`src/clkgen_defs.vh`:
```
// Purpose: constants for the clock generator and reset control block
// Assumes: pclk at 100 MHz
// Notes: offsets are byte addresses on APB
`ifndef CLKGEN_DEFS_VH
`define CLKGEN_DEFS_VH

`define CLK_PERIOD_NS 10
`define LOCK_TIME_US 750
`define LOCK_CYCLES ((`LOCK_TIME_US * 1000) / `CLK_PERIOD_NS)
`define SWRST_TIME_US 1
`define SWRST_CYCLES (((`SWRST_TIME_US * 1000) + `CLK_PERIOD_NS - 1) / `CLK_PERIOD_NS)

`define ADDR_CMD_ONE 12'h000
`define ADDR_CMD_TWO 12'h004
`define ADDR_STATUS 12'h008
`define ADDR_TUNE 12'h00C

// config_command_one fields
`define C1_SET_FREQ 0
`define C1_XTAL_32M 1
`define C1_REF_SEL_LO 2
`define C1_REF_SEL_HI 4
`define C1_REF_FAST 5
`define C1_CLK_MASTER 6
`define C1_PHASE_WR 7
`define C1_PHASE_EN 8
`define C1_OUT_EN_LO 16
`define C1_OUT_EN_HI 23

// config_command_two fields
`define C2_SW_RESET 0

// status fields
`define ST_LOCKED 0
`define ST_BYPASS 1
`define ST_SWRST 2
`define ST_FAST_CLK 3
`define ST_PHASE_EN 4
`define ST_DIG_LOOP 5
`define ST_BUSY 6

// reference selector codes
`define REF_FRAME_SYNC 3'h0
`define REF_BIT_CLOCK 3'h1
`define REF_NET_ONE 3'h2
`define REF_NET_TWO 3'h3
`define REF_OSC 3'h4

`define TUNE_W 8
`define TUNE_RESET 8'h00

`endif

```
`src/coarse_tune.v`:
```
// Purpose: coarse tuning up counter for the oscillator current
// Assumes: ref_tick and osc_tick are one-cycle pulses in pclk
// Notes: counts up while reference outruns the divided oscillator
`timescale 1ns/1ps
`include "clkgen_defs.vh"
module coarse_tune (
	// clock and reset
	input wire pclk,
	input wire presetn,
	// control
	input wire run,
	input wire restart,
	// frequency events
	input wire ref_tick,
	input wire osc_tick,
	// result
	output reg [`TUNE_W-1:0] tune_r,
	output reg matched_r
);
	reg signed [3:0] diff_r;
	reg signed [3:0] diff_nxt;

	always @* begin
		diff_nxt = diff_r;
		if (ref_tick && !osc_tick)
			diff_nxt = diff_r + 4'sh1;
		else if (osc_tick && !ref_tick)
			diff_nxt = diff_r - 4'sh1;
	end

	always @(posedge pclk or negedge presetn) begin
		if (!presetn) begin
			tune_r <= `TUNE_RESET;
			diff_r <= 4'sh0;
			matched_r <= 1'b0;
		end else if (restart) begin
			tune_r <= `TUNE_RESET;
			diff_r <= 4'sh0;
			matched_r <= 1'b0;
		end else if (run) begin
			if (diff_nxt > 4'sh1) begin
				diff_r <= 4'sh0;
				matched_r <= 1'b0;
				if (tune_r != {`TUNE_W{1'b1}})
					tune_r <= tune_r + 8'h01;
			end else if (diff_nxt < -4'sh1) begin
				diff_r <= 4'sh0;
				matched_r <= 1'b1;
			end else begin
				diff_r <= diff_nxt;
			end
		end
		// counter holds when neither running nor restarting
	end
endmodule

```
`src/edge_tick.v`:
```
// Purpose: rising edge detector producing a one-cycle pulse
// Assumes: input already synchronous to pclk
// Notes: used for reference and oscillator divider taps
`timescale 1ns/1ps
module edge_tick (
	// clock and reset
	input wire pclk,
	input wire presetn,
	// signal
	input wire level,
	output reg tick_r
);
	reg last_r;

	always @(posedge pclk or negedge presetn) begin
		if (!presetn) begin
			last_r <= 1'b0;
			tick_r <= 1'b0;
		end else begin
			last_r <= level;
			tick_r <= level & ~last_r;
		end
	end
endmodule

```
`src/pcm_clock_generator_reset.v`:
```
// Purpose: reference selection, loop sequencing, lock status and reset control
// Assumes: reference inputs are synchronous to pclk; APB slave, zero wait states
// Notes: analogue multiplier is external; this block drives its controls
// Summary of operation
// - references at 2.048 MHz or above bypass the digital loop, go direct.
// - analogue loop multiplies 2.048 MHz to 49.152 MHz; outputs derive from it.
// - analogue loop bypassed after reset; locks 750 us after frequency command.
// - lock sets the loop-locked bit in the first interrupt status.
// - accepts 16.384 or 32.768 MHz crystal or external oscillator.
// - coarse loop runs at start, stops after 750 us, counter holds.
// - counter increments while reference outruns divided oscillator, until equal.
// - loop-unstable signal resets the coarse loop and restarts adjustment.
// - alignment on syncs all outputs to input; off syncs only main output.
// - after reset alignment is on as clock slave, off as master.
// - reference from frame sync, bit clock or networks; slow ones use digital loop.
// - analogue loop may also source from oscillator or bit clock directly.
// - hardware reset floats all outputs except the external clock output; here the other outputs are driven to their reset values, not floated.
// - internal clock 2.048 MHz while locking, 49.152 MHz after lock.
// - hardware reset clears state; output sections wait for enabling commands.
// - core reset leaves test port alone; test reset owns it.
// - software reset clears all but clocking and host registers; toggled off.
// - commands ignored for at least 1 us during software reset.
`timescale 1ns/1ps
`include "clkgen_defs.vh"
module pcm_clock_generator_reset #(
	parameter LOCK_CYCLES = `LOCK_CYCLES
) (
	// clock and reset
	input wire pclk,
	input wire presetn,
	// apb slave
	input wire psel,
	input wire penable,
	input wire pwrite,
	input wire [11:0] paddr,
	input wire [31:0] pwdata,
	output reg [31:0] prdata,
	output reg pready,
	output reg pslverr,
	// reference inputs
	input wire frame_sync,
	input wire pcm_bit_clock,
	input wire net_ref_one,
	input wire net_ref_two,
	input wire ext_clock_input,
	input wire osc_div_tap,
	input wire loop_unstable,
	input wire clk_master_strap,
	// analogue loop control
	output reg analog_multiplier_loop_bypass,
	output reg analog_multiplier_loop_run,
	output reg digital_sync_loop_en,
	output reg [2:0] loop_ref_sel,
	output reg phase_align_en,
	output reg xtal_32m,
	output reg [7:0] coarse_current,
	output reg internal_clk_fast,
	// pins and resets
	output reg ext_clock_output,
	output reg [7:0] out_section_en,
	output reg core_soft_reset
);
	localparam ST_IDLE = 2'h0;
	localparam ST_LOCKING = 2'h1;
	localparam ST_LOCKED = 2'h2;
	// full-width copies, cut on purpose where they meet the counters
	localparam [31:0] LOCK_LAST = LOCK_CYCLES - 1;
	localparam [31:0] SWRST_LOAD = `SWRST_CYCLES;

	reg [1:0] state_r;
	reg [1:0] state_nxt;
	reg [19:0] lock_cnt_r;
	reg [7:0] swrst_cnt_r;
	reg [31:0] cmd_one_r;
	reg soft_rst_r;
	reg locked_flag_r;
	reg strap_done_r;
	reg xtal_pin_r;
	wire tune_run;
	wire [7:0] tune_val;
	wire tune_match;
	wire ref_tick;
	wire osc_tick;
	reg ref_level;

	// register decoding used by read and write paths
	function is_mapped;
		input [11:0] a;
		begin
			is_mapped = (a == `ADDR_CMD_ONE) || (a == `ADDR_CMD_TWO) ||
				(a == `ADDR_STATUS) || (a == `ADDR_TUNE);
		end
	endfunction

	wire setup = psel & ~penable;
	// writes land in the access phase, at the edge where the master sees pready
	wire access = psel & penable & pready;
	wire wr_any = access & pwrite & is_mapped(paddr);
	wire swrst_busy = (swrst_cnt_r != 8'h00);
	wire wr_cmd_one = wr_any & (paddr == `ADDR_CMD_ONE) & ~swrst_busy;
	wire wr_cmd_two = wr_any & (paddr == `ADDR_CMD_TWO) & ~swrst_busy;
	wire set_freq = wr_cmd_one & pwdata[`C1_SET_FREQ];
	wire ref_fast = cmd_one_r[`C1_REF_FAST];
	wire [2:0] ref_sel = cmd_one_r[`C1_REF_SEL_HI:`C1_REF_SEL_LO];

	always @* begin
		case (ref_sel)
			`REF_FRAME_SYNC: ref_level = frame_sync;
			`REF_BIT_CLOCK: ref_level = pcm_bit_clock;
			`REF_NET_ONE: ref_level = net_ref_one;
			`REF_NET_TWO: ref_level = net_ref_two;
			`REF_OSC: ref_level = ext_clock_input;
			default: ref_level = frame_sync;
		endcase
	end

	edge_tick ref_edge (
		.pclk(pclk),
		.presetn(presetn),
		.level(ref_level),
		.tick_r(ref_tick)
	);

	edge_tick osc_edge (
		.pclk(pclk),
		.presetn(presetn),
		.level(osc_div_tap),
		.tick_r(osc_tick)
	);

	// coarse loop active only while locking
	assign tune_run = (state_r == ST_LOCKING);

	coarse_tune tuner (
		.pclk(pclk),
		.presetn(presetn),
		.run(tune_run),
		.restart(loop_unstable),
		.ref_tick(ref_tick),
		.osc_tick(osc_tick),
		.tune_r(tune_val),
		.matched_r(tune_match)
	);

	always @* begin
		state_nxt = state_r;
		case (state_r)
			ST_IDLE: if (set_freq) state_nxt = ST_LOCKING;
			ST_LOCKING: if (lock_cnt_r == LOCK_LAST[19:0]) state_nxt = ST_LOCKED;
			ST_LOCKED: if (loop_unstable) state_nxt = ST_LOCKING;
			default: state_nxt = ST_IDLE;
		endcase
		if (set_freq && state_r == ST_LOCKED)
			state_nxt = ST_LOCKING;
	end

	always @(posedge pclk or negedge presetn) begin
		if (!presetn) begin
			state_r <= ST_IDLE;
			lock_cnt_r <= 20'h00000;
		end else begin
			state_r <= state_nxt;
			if (state_nxt == ST_LOCKING && state_r != ST_LOCKING)
				lock_cnt_r <= 20'h00000;
			else if (state_r == ST_LOCKING)
				lock_cnt_r <= lock_cnt_r + 20'h00001;
		end
	end

	// strap caught after release, not in reset branch
	always @(posedge pclk or negedge presetn) begin
		if (!presetn) begin
			strap_done_r <= 1'b0;
			cmd_one_r <= 32'h00000000;
			soft_rst_r <= 1'b0;
			swrst_cnt_r <= 8'h00;
			locked_flag_r <= 1'b0;
			xtal_pin_r <= 1'b0;
		end else begin
			if (!strap_done_r) begin
				strap_done_r <= 1'b1;
				cmd_one_r[`C1_CLK_MASTER] <= clk_master_strap;
				cmd_one_r[`C1_PHASE_EN] <= ~clk_master_strap;
			end else if (wr_cmd_one) begin
				cmd_one_r <= pwdata;
				cmd_one_r[`C1_SET_FREQ] <= 1'b0;
				// alignment kept unless explicitly written
				if (!pwdata[`C1_PHASE_WR])
					cmd_one_r[`C1_PHASE_EN] <= cmd_one_r[`C1_PHASE_EN];
				if (soft_rst_r)
					cmd_one_r[`C1_OUT_EN_HI:`C1_OUT_EN_LO] <= 8'h00;
			end else if (soft_rst_r) begin
				cmd_one_r[`C1_OUT_EN_HI:`C1_OUT_EN_LO] <= 8'h00;
			end
			if (set_freq)
				xtal_pin_r <= pwdata[`C1_XTAL_32M];
			if (wr_cmd_two && pwdata[`C2_SW_RESET]) begin
				soft_rst_r <= ~soft_rst_r;
				swrst_cnt_r <= SWRST_LOAD[7:0];
			end else if (swrst_busy) begin
				swrst_cnt_r <= swrst_cnt_r - 8'h01;
			end
			// set wins over clear on read of status
			if (state_nxt == ST_LOCKED && state_r != ST_LOCKED)
				locked_flag_r <= 1'b1;
			else if (setup && !pwrite && paddr == `ADDR_STATUS)
				locked_flag_r <= 1'b0;
		end
	end

	// apb answer, zero wait states
	always @(posedge pclk or negedge presetn) begin
		if (!presetn) begin
			prdata <= 32'h00000000;
			pready <= 1'b0;
			pslverr <= 1'b0;
		end else begin
			pready <= setup;
			pslverr <= setup & ~is_mapped(paddr);
			if (setup && !pwrite) begin
				case (paddr)
					`ADDR_CMD_ONE: prdata <= cmd_one_r;
					`ADDR_CMD_TWO: prdata <= {31'h00000000, soft_rst_r};
					`ADDR_STATUS: prdata <= {25'h0000000, swrst_busy, ~ref_fast,
						phase_align_en, internal_clk_fast, soft_rst_r,
						analog_multiplier_loop_bypass, locked_flag_r};
					`ADDR_TUNE: prdata <= {23'h000000, tune_match, tune_val};
					default: prdata <= 32'h00000000;
				endcase
			end
		end
	end

	// registered outputs
	always @(posedge pclk or negedge presetn) begin
		if (!presetn) begin
			analog_multiplier_loop_bypass <= 1'b1;
			analog_multiplier_loop_run <= 1'b0;
			digital_sync_loop_en <= 1'b0;
			loop_ref_sel <= `REF_FRAME_SYNC;
			phase_align_en <= 1'b0;
			xtal_32m <= 1'b0;
			coarse_current <= `TUNE_RESET;
			internal_clk_fast <= 1'b0;
			out_section_en <= 8'h00;
			core_soft_reset <= 1'b0;
		end else begin
			analog_multiplier_loop_bypass <= (state_r != ST_LOCKED);
			analog_multiplier_loop_run <= (state_r != ST_IDLE);
			digital_sync_loop_en <= ~ref_fast && (ref_sel != `REF_OSC) &&
				(ref_sel != `REF_BIT_CLOCK);
			loop_ref_sel <= ref_sel;
			phase_align_en <= cmd_one_r[`C1_PHASE_EN];
			xtal_32m <= xtal_pin_r;
			coarse_current <= tune_val;
			internal_clk_fast <= (state_r == ST_LOCKED);
			out_section_en <= soft_rst_r ? 8'h00 :
				cmd_one_r[`C1_OUT_EN_HI:`C1_OUT_EN_LO];
			core_soft_reset <= soft_rst_r;
		end
	end

	// no reset on purpose: the one pin that keeps following its input through hardware reset
	always @(posedge pclk) begin
		ext_clock_output <= ext_clock_input;
	end
endmodule

```
`config.mk`:
```
export PLATFORM = sky130hd
export DESIGN_NAME = pcm_clock_generator_reset
export DESIGN_NICKNAME = d
export VERILOG_FILES = /design/src/coarse_tune.v /design/src/edge_tick.v /design/src/pcm_clock_generator_reset.v
export VERILOG_INCLUDE_DIRS = /design/src /design/src/src
export SDC_FILE = /design/constraint.sdc
export NUM_CORES = 1
export LEC_CHECK = 0
export ABC_CLOCK_PERIOD_IN_PS = 2200
export BUFFER_PORTS_ARGS = -buffer_cell sky130_fd_sc_hd__buf_2
export CAP_MARGIN = 40
export CORE_ASPECT_RATIO = 1.75
export CORE_MARGIN = 1.5
export CORE_UTILIZATION = 40
export DETAILED_ROUTE_END_ITERATION = 6
export PLACE_DENSITY = 0.6
export SYNTH_ARGS = -nofsm -noshare
export SYNTH_HDL_FRONTEND = slang
export SYNTH_HIERARCHICAL = 1
export SYNTH_SLANG_ARGS = --single-unit
```
`constraint.sdc`:
```
create_clock -name pclk -period 2.2 [get_ports pclk]
set_input_delay 0.44 -clock pclk [delete_from_list [all_inputs] [get_ports pclk]]
set_output_delay 0.44 -clock pclk [all_outputs]
set_load 0.02 [all_outputs]
```
==> impl_results.html <==
<table>
<tr><th>Metric</th><th>Value</th></tr>
<tr><th colspan="2">Run status</th></tr>
<tr><td>Result of the run</td><td>finished with violations</td></tr>
<tr><td>Failing checks</td><td>setup timing</td></tr>
<tr><th colspan="2">Floorplan</th></tr>
<tr><td>Full die area</td><td>0.01671 mm^2</td></tr>
<tr><td>Initial standard-cell utilization of the core</td><td>0.4117</td></tr>
<tr><td>Placement Rows</td><td>60</td></tr>
<tr><td>Height of the die</td><td>169.9 um</td></tr>
<tr><td>Number of I/O pins</td><td>118</td></tr>
<tr><td>Core area</td><td>0.01546 mm^2</td></tr>
<tr><td>Die extent in x</td><td>roughly 98 um</td></tr>
<tr><th colspan="2">Detailed routing</th></tr>
<tr><td>DR iter-0 viols</td><td>235</td></tr>
<tr><td>DR WL met3</td><td>763 um</td></tr>
<tr><td>Met2 Wirelength</td><td>8.262 mm</td></tr>
<tr><td>Detailed Route WL</td><td>15.25 mm</td></tr>
<tr><td>Count of antenna-violating nets left after detailed routing</td><td>0</td></tr>
<tr><td>DRC viols</td><td>0</td></tr>
<tr><td>Via count</td><td>4776</td></tr>
<tr><td>Detailed-routing wirelength on met1</td><td>between 5 and 6 mm</td></tr>
<tr><td>First-pass iteration count of the detailed router</td><td>4</td></tr>
<tr><td>Highest metal layer with signal wires</td><td>met4</td></tr>
<tr><td>Via-to-Cell Ratio</td><td>about 5.4</td></tr>
<tr><td>Routed length per placed instance</td><td>between 15 and 20 um</td></tr>
<tr><th colspan="2">Yosys</th></tr>
<tr><td>Post-synthesis instance area</td><td>0.006366 mm^2</td></tr>
<tr><td>Post-synthesis share of cell area spent on full adders, half adders and majority gates</td><td>0.01179</td></tr>
<tr><td>Xor and xnor fraction of the mapped netlist area</td><td>0.01769</td></tr>
<tr><td>Fraction of registers with async set or reset after synthesis</td><td>0.9930</td></tr>
<tr><td>Share of the synthesized area in the top cell type</td><td>0.5542</td></tr>
<tr><td>Post-synthesis mux area share</td><td>0.07488</td></tr>
<tr><td>Synthesis Warnings</td><td>6</td></tr>
<tr><td>Main combinational cell family by area after synthesis</td><td>simple AND/OR/NAND/NOR gates</td></tr>
<tr><td>Mean Syn Cell Area</td><td>11.62 um^2</td></tr>
<tr><td>Sequential area share after synthesis</td><td>0.5615</td></tr>
<tr><td>Basic-gate share of the synthesized area counting and, or, nand and nor cells</td><td>0.1901</td></tr>
<tr><td>Number of distinct library cells after synthesis</td><td>66</td></tr>
<tr><td>Most instantiated flip-flop cell in the synthesis netlist</td><td>dfrtp_1</td></tr>
<tr><td>Largest cells by area after synthesis</td><td>dfrtp_1 (55%), mux2_4 (4.5%), a22o_1 (3.6%)</td></tr>
<tr><td>Fraction of the mapped netlist area in compound gates</td><td>0.1114</td></tr>
<tr><td>Cell taking the most area after synthesis</td><td>dfrtp_1</td></tr>
<tr><td>Gate Count Post-Synth</td><td>around 550</td></tr>
<tr><td>Syn_nets</td><td>611</td></tr>
<tr><td>Count of flip-flops with a built-in enable after synthesis</td><td>0</td></tr>
<tr><td>Number of synthesized register bits</td><td>143</td></tr>
<tr><th colspan="2">Worst setup path</th></tr>
<tr><td>Worst endpoint data arrival time</td><td>2570 ps</td></tr>
<tr><td>Worst R2R Start</td><td>tuner/diff_r[1]</td></tr>
<tr><td>Count of cells along the worst register-to-register path</td><td>8</td></tr>
<tr><td>R2R Path End</td><td>tuner/diff_r[1]</td></tr>
<tr><td>Startpoint class of the critical path</td><td>register</td></tr>
<tr><td>Kind of end point of the critical path</td><td>register</td></tr>
<tr><td>Required time of the critical path</td><td>~2600 ps</td></tr>
<tr><td>Sequence of cells on the critical path</td><td>buf_6 &gt; buf_6 &gt; and3_4 &gt; a2111oi_4 &gt; nor3_4 &gt; ha_4 &gt; or4_4 &gt; a21oi_2</td></tr>
<tr><td>R2r setup slk</td><td>-20 ps</td></tr>
<tr><td>Kind of critical path</td><td>register to register</td></tr>
<tr><td>Cell mode on critical path</td><td>buf_6</td></tr>
<tr><td>Worst setup path start</td><td>tuner/diff_r[1]</td></tr>
<tr><td>Worst path max stage delay</td><td>440 ps</td></tr>
<tr><td>Cell type of the slowest stage on the worst timing path</td><td>a2111oi_4</td></tr>
<tr><td>CP max FO</td><td>4</td></tr>
<tr><th colspan="2">Clock network</th></tr>
<tr><td>Clock network latency to the later pin of the worst-skew pair</td><td>420 ps</td></tr>
<tr><td>Number of levels in the clock H-tree</td><td>4</td></tr>
<tr><td>Clock buffer count from CTS</td><td>17</td></tr>
<tr><td>Root cell of the clock tree</td><td>clkbuf_16</td></tr>
<tr><td>TritonCTS clock tree</td><td>yes</td></tr>
<tr><td>Maximum clock path buffer count</td><td>2</td></tr>
<tr><td>Number of sinks on the clock net</td><td>143</td></tr>
<tr><td>Clock transition at the registers of the reported paths</td><td>70 ps</td></tr>
<tr><th colspan="2">Finish</th></tr>
<tr><td>Fillcell total</td><td>1377</td></tr>
<tr><td>Ratio of cells with drive above 1 in the final layout</td><td>0.3561</td></tr>
<tr><td>Core Util, Final</td><td>0.5256</td></tr>
<tr><td>Cell area after layout</td><td>0.008128 mm^2</td></tr>
<tr><td>Reg area</td><td>0.003575 mm^2</td></tr>
<tr><td>Area growth syn-to-layout</td><td>27.67%</td></tr>
<tr><td>Nets</td><td>752</td></tr>
<tr><td>Multi-input gate area</td><td>0.002765 mm^2</td></tr>
<tr><td>Final std cells w/o fill</td><td>889</td></tr>
<tr><th colspan="2">Place</th></tr>
<tr><td>Placed wire-length estimate after detailed placement</td><td>between 10 and 15 mm</td></tr>
<tr><td>Post-Place Cells</td><td>~850</td></tr>
<tr><td>Final weighted congestion in routability-driven placement</td><td>0.8461</td></tr>
<tr><td>Area of placed instances</td><td>about 0.0073 mm^2</td></tr>
<tr><td>Number of port buffers</td><td>117</td></tr>
<tr><th colspan="2">Timing</th></tr>
<tr><td>Worst-margin pin slew</td><td>646.9 ps</td></tr>
<tr><td>Minimum clock period</td><td>2216 ps</td></tr>
<tr><td>F_max</td><td>451.4 MHz</td></tr>
<tr><td>Final slew viol count</td><td>0</td></tr>
<tr><td>Post-route worst setup slack</td><td>-15.57 ps</td></tr>
<tr><td>Total count of hold-check failures in the final report</td><td>0</td></tr>
<tr><td>Clock tree skew after final layout</td><td>9.825 ps</td></tr>
<tr><td>Fin crit share</td><td>1.007</td></tr>
<tr><td>Worst slew margin relative to its limit</td><td>0.5688</td></tr>
<tr><td>Final-report setup violation count</td><td>3</td></tr>
<tr><td>Unrepaired setup endpoints after global routing</td><td>true</td></tr>
<tr><th colspan="2">Global routing</th></tr>
<tr><td>First-pass GRT wire length</td><td>~25 mm</td></tr>
<tr><td>Maximum number of pins on one net before global-route repair</td><td>between 40 and 50</td></tr>
<tr><td>Total GRT Usage</td><td>0.1907</td></tr>
<tr><td>Via count of the first global-routing pass</td><td>4853</td></tr>
<tr><td>Remaining Overflow, GRT</td><td>0</td></tr>
<tr><td>Initial antenna violation count</td><td>1</td></tr>
<tr><th colspan="2">Worst hold path</th></tr>
<tr><td>Hold path start</td><td>ext_clock_input</td></tr>
<tr><td>Min-Delay Endpoint</td><td>ext_clock_output</td></tr>
<tr><td>Hold Path Class</td><td>input pin to register</td></tr>
<tr><td>Hold depth</td><td>1</td></tr>
<tr><th colspan="2">Pwr</th></tr>
<tr><td>Power density relative to cell area</td><td>705.5 mW/mm^2</td></tr>
<tr><td>Worst IR drop on VDD</td><td>0.0004408 V</td></tr>
<tr><td>Leak</td><td>roughly 0.0041 uW</td></tr>
<tr><td>Pwr Total</td><td>~5700 uW</td></tr>
<tr><th colspan="2">Job</th></tr>
<tr><td>Max_cap viols</td><td>0</td></tr>
</table>
==> metal layers <==
| metal | global-route usage | vias to the layer above |
|---|---|---|
| li1 | - | 2267 |
| met3 | 0.04641 | 18 |
| met5 | 0 | - |
| met2 | 0.3317 | 129 |
| met1 | 0.2271 | 2362 |
| met4 | 0.07165 | 0 |
==> timing repair <==
action                     CTS  global route
buffers inserted             4             2
gates resized for setup     17            23
setup endpoints to repair    6            29
hold buffers                 1             0
pin swaps                   12            15
hold endpoints to repair    44             0
==> worst max-delay path by stage <==
stage / depth (start not counted) / endpoint
3_5_place_dp: 8 / tuner/diff_r[1]
2_1_floorplan: 10 / tuner/diff_r[1]
3_3_place_gp: 8 / tuner/diff_r[1]
6_report: 8 / tuner/diff_r[1]
5_1_grt: 8 / tuner/tune_r[7]
4_1_cts: 10 / tuner/diff_r[1]
==> worst max-delay path, delay by kind of cell, from the launching register on <==
| kind | cells | cell delay (ps) |
|---|---|---|
| DFF | 1 | 400 |
| buffers and inverters | 2 | 250 |
| and+or+nand+nor | 3 | 670 |
| AOI/OAI and AO/OA | 2 | 570 |
| adders and majority gates | 1 | 250 |
==> cell usage after synthesis, types with 9 or more instances <==
| cell type | n |
|---|---|
| dfrtp_1 | 141 |
| nand2_1 | 50 |
| nand3_1 | 30 |
| nor2_1 | 28 |
| a22o_1 | 26 |
| mux2_4 | 19 |
| clkbuf_1 | 17 |
| o21ai_0 | 16 |
| nor2b_1 | 15 |
| a21oi_1 | 13 |
| inv_1 | 12 |
| mux2i_1 | 9 |
| nand4_1 | 9 |
| nor3_1 | 9 |
| o31ai_1 | 9 |
==> cell families (layout without fill, tap and decap cells) <==
family / Yosys count / in the layout
AO/OA/AOI/OAI: 97 / 97
adder cells (fa/ha/maj): 6 / 6
XOR/XNOR: 12 / 12
other: 1 / 2
multiplexers: 37 / 37
AND/OR/NAND/NOR: 209 / 209
buffers and inverters: 43 / 197
flip-flops: 143 / 143
==> state kept, by name (all words and copies together), names as in the netlist, 2 cells and up <==
signal,flops
cmd_one_r,31
tuner/tune_r,8
swrst_cnt_r,8
state_r,2
out_section_en,8
lock_cnt_r,20
loop_ref_sel,3
tuner/diff_r,4
prdata,32
coarse_current,8
==> layout make-up <==
cell class | instances | area share
Sequential cell | 143 | 0.4398
Multi-Input combinational cell | 362 | 0.3402
Timing Repair Buffer | 152 | 0.1130
Clock buffer | 17 | 0.05234
Tap cell | 186 | 0.02863
Clock inverter | 15 | 0.01970
Inverter | 13 | 0.006004
Antenna cell | 1 | 0.0003079
==> report_power, final <==
part           internal, uW  switching [uW]
logic                   102             157
registers              2640            14.9
clock network          1530            1290
total                  4270            1470
==> cell usage in the layout, fill, tap and decap left out, drive strengths merged, types with 5 or more instances in the layout <==
| cell | count |
|---|---|
| a21oi | 13 |
| a221o | 5 |
| a22o | 26 |
| and2 | 7 |
| and4 | 5 |
| buf | 151 |
| clkbuf | 17 |
| dfrtp | 141 |
| ha | 6 |
| inv | 24 |
| mux2 | 28 |
| mux2i | 9 |
| nand2 | 50 |
| nand3 | 31 |
| nand4 | 11 |
| nor2 | 29 |
| nor2b | 18 |
| nor3 | 10 |
| nor3b | 8 |
| nor4 | 11 |
| o21ai | 24 |
| o31ai | 9 |
| xnor2 | 5 |
| xor2 | 7 |
==> through the flow <==
| stage | hold WS, ps | setup slack, ps | TNS (ps) |
|---|---|---|---|
| 2_1_floorplan | 144.4 | -99.79 | -99.79 |
| 3_3_place_gp | 360.5 | -90.02 | -128.7 |
| 3_5_place_dp | 367.6 | -191.4 | -403.4 |
| 4_1_cts | 107.9 | -44.77 | -44.77 |
| 5_1_grt | 118.6 | -76.21 | -426.6 |
| 6_report | 130.5 | -15.57 | -30.14 |
Power figures use the tool's default switching activity.
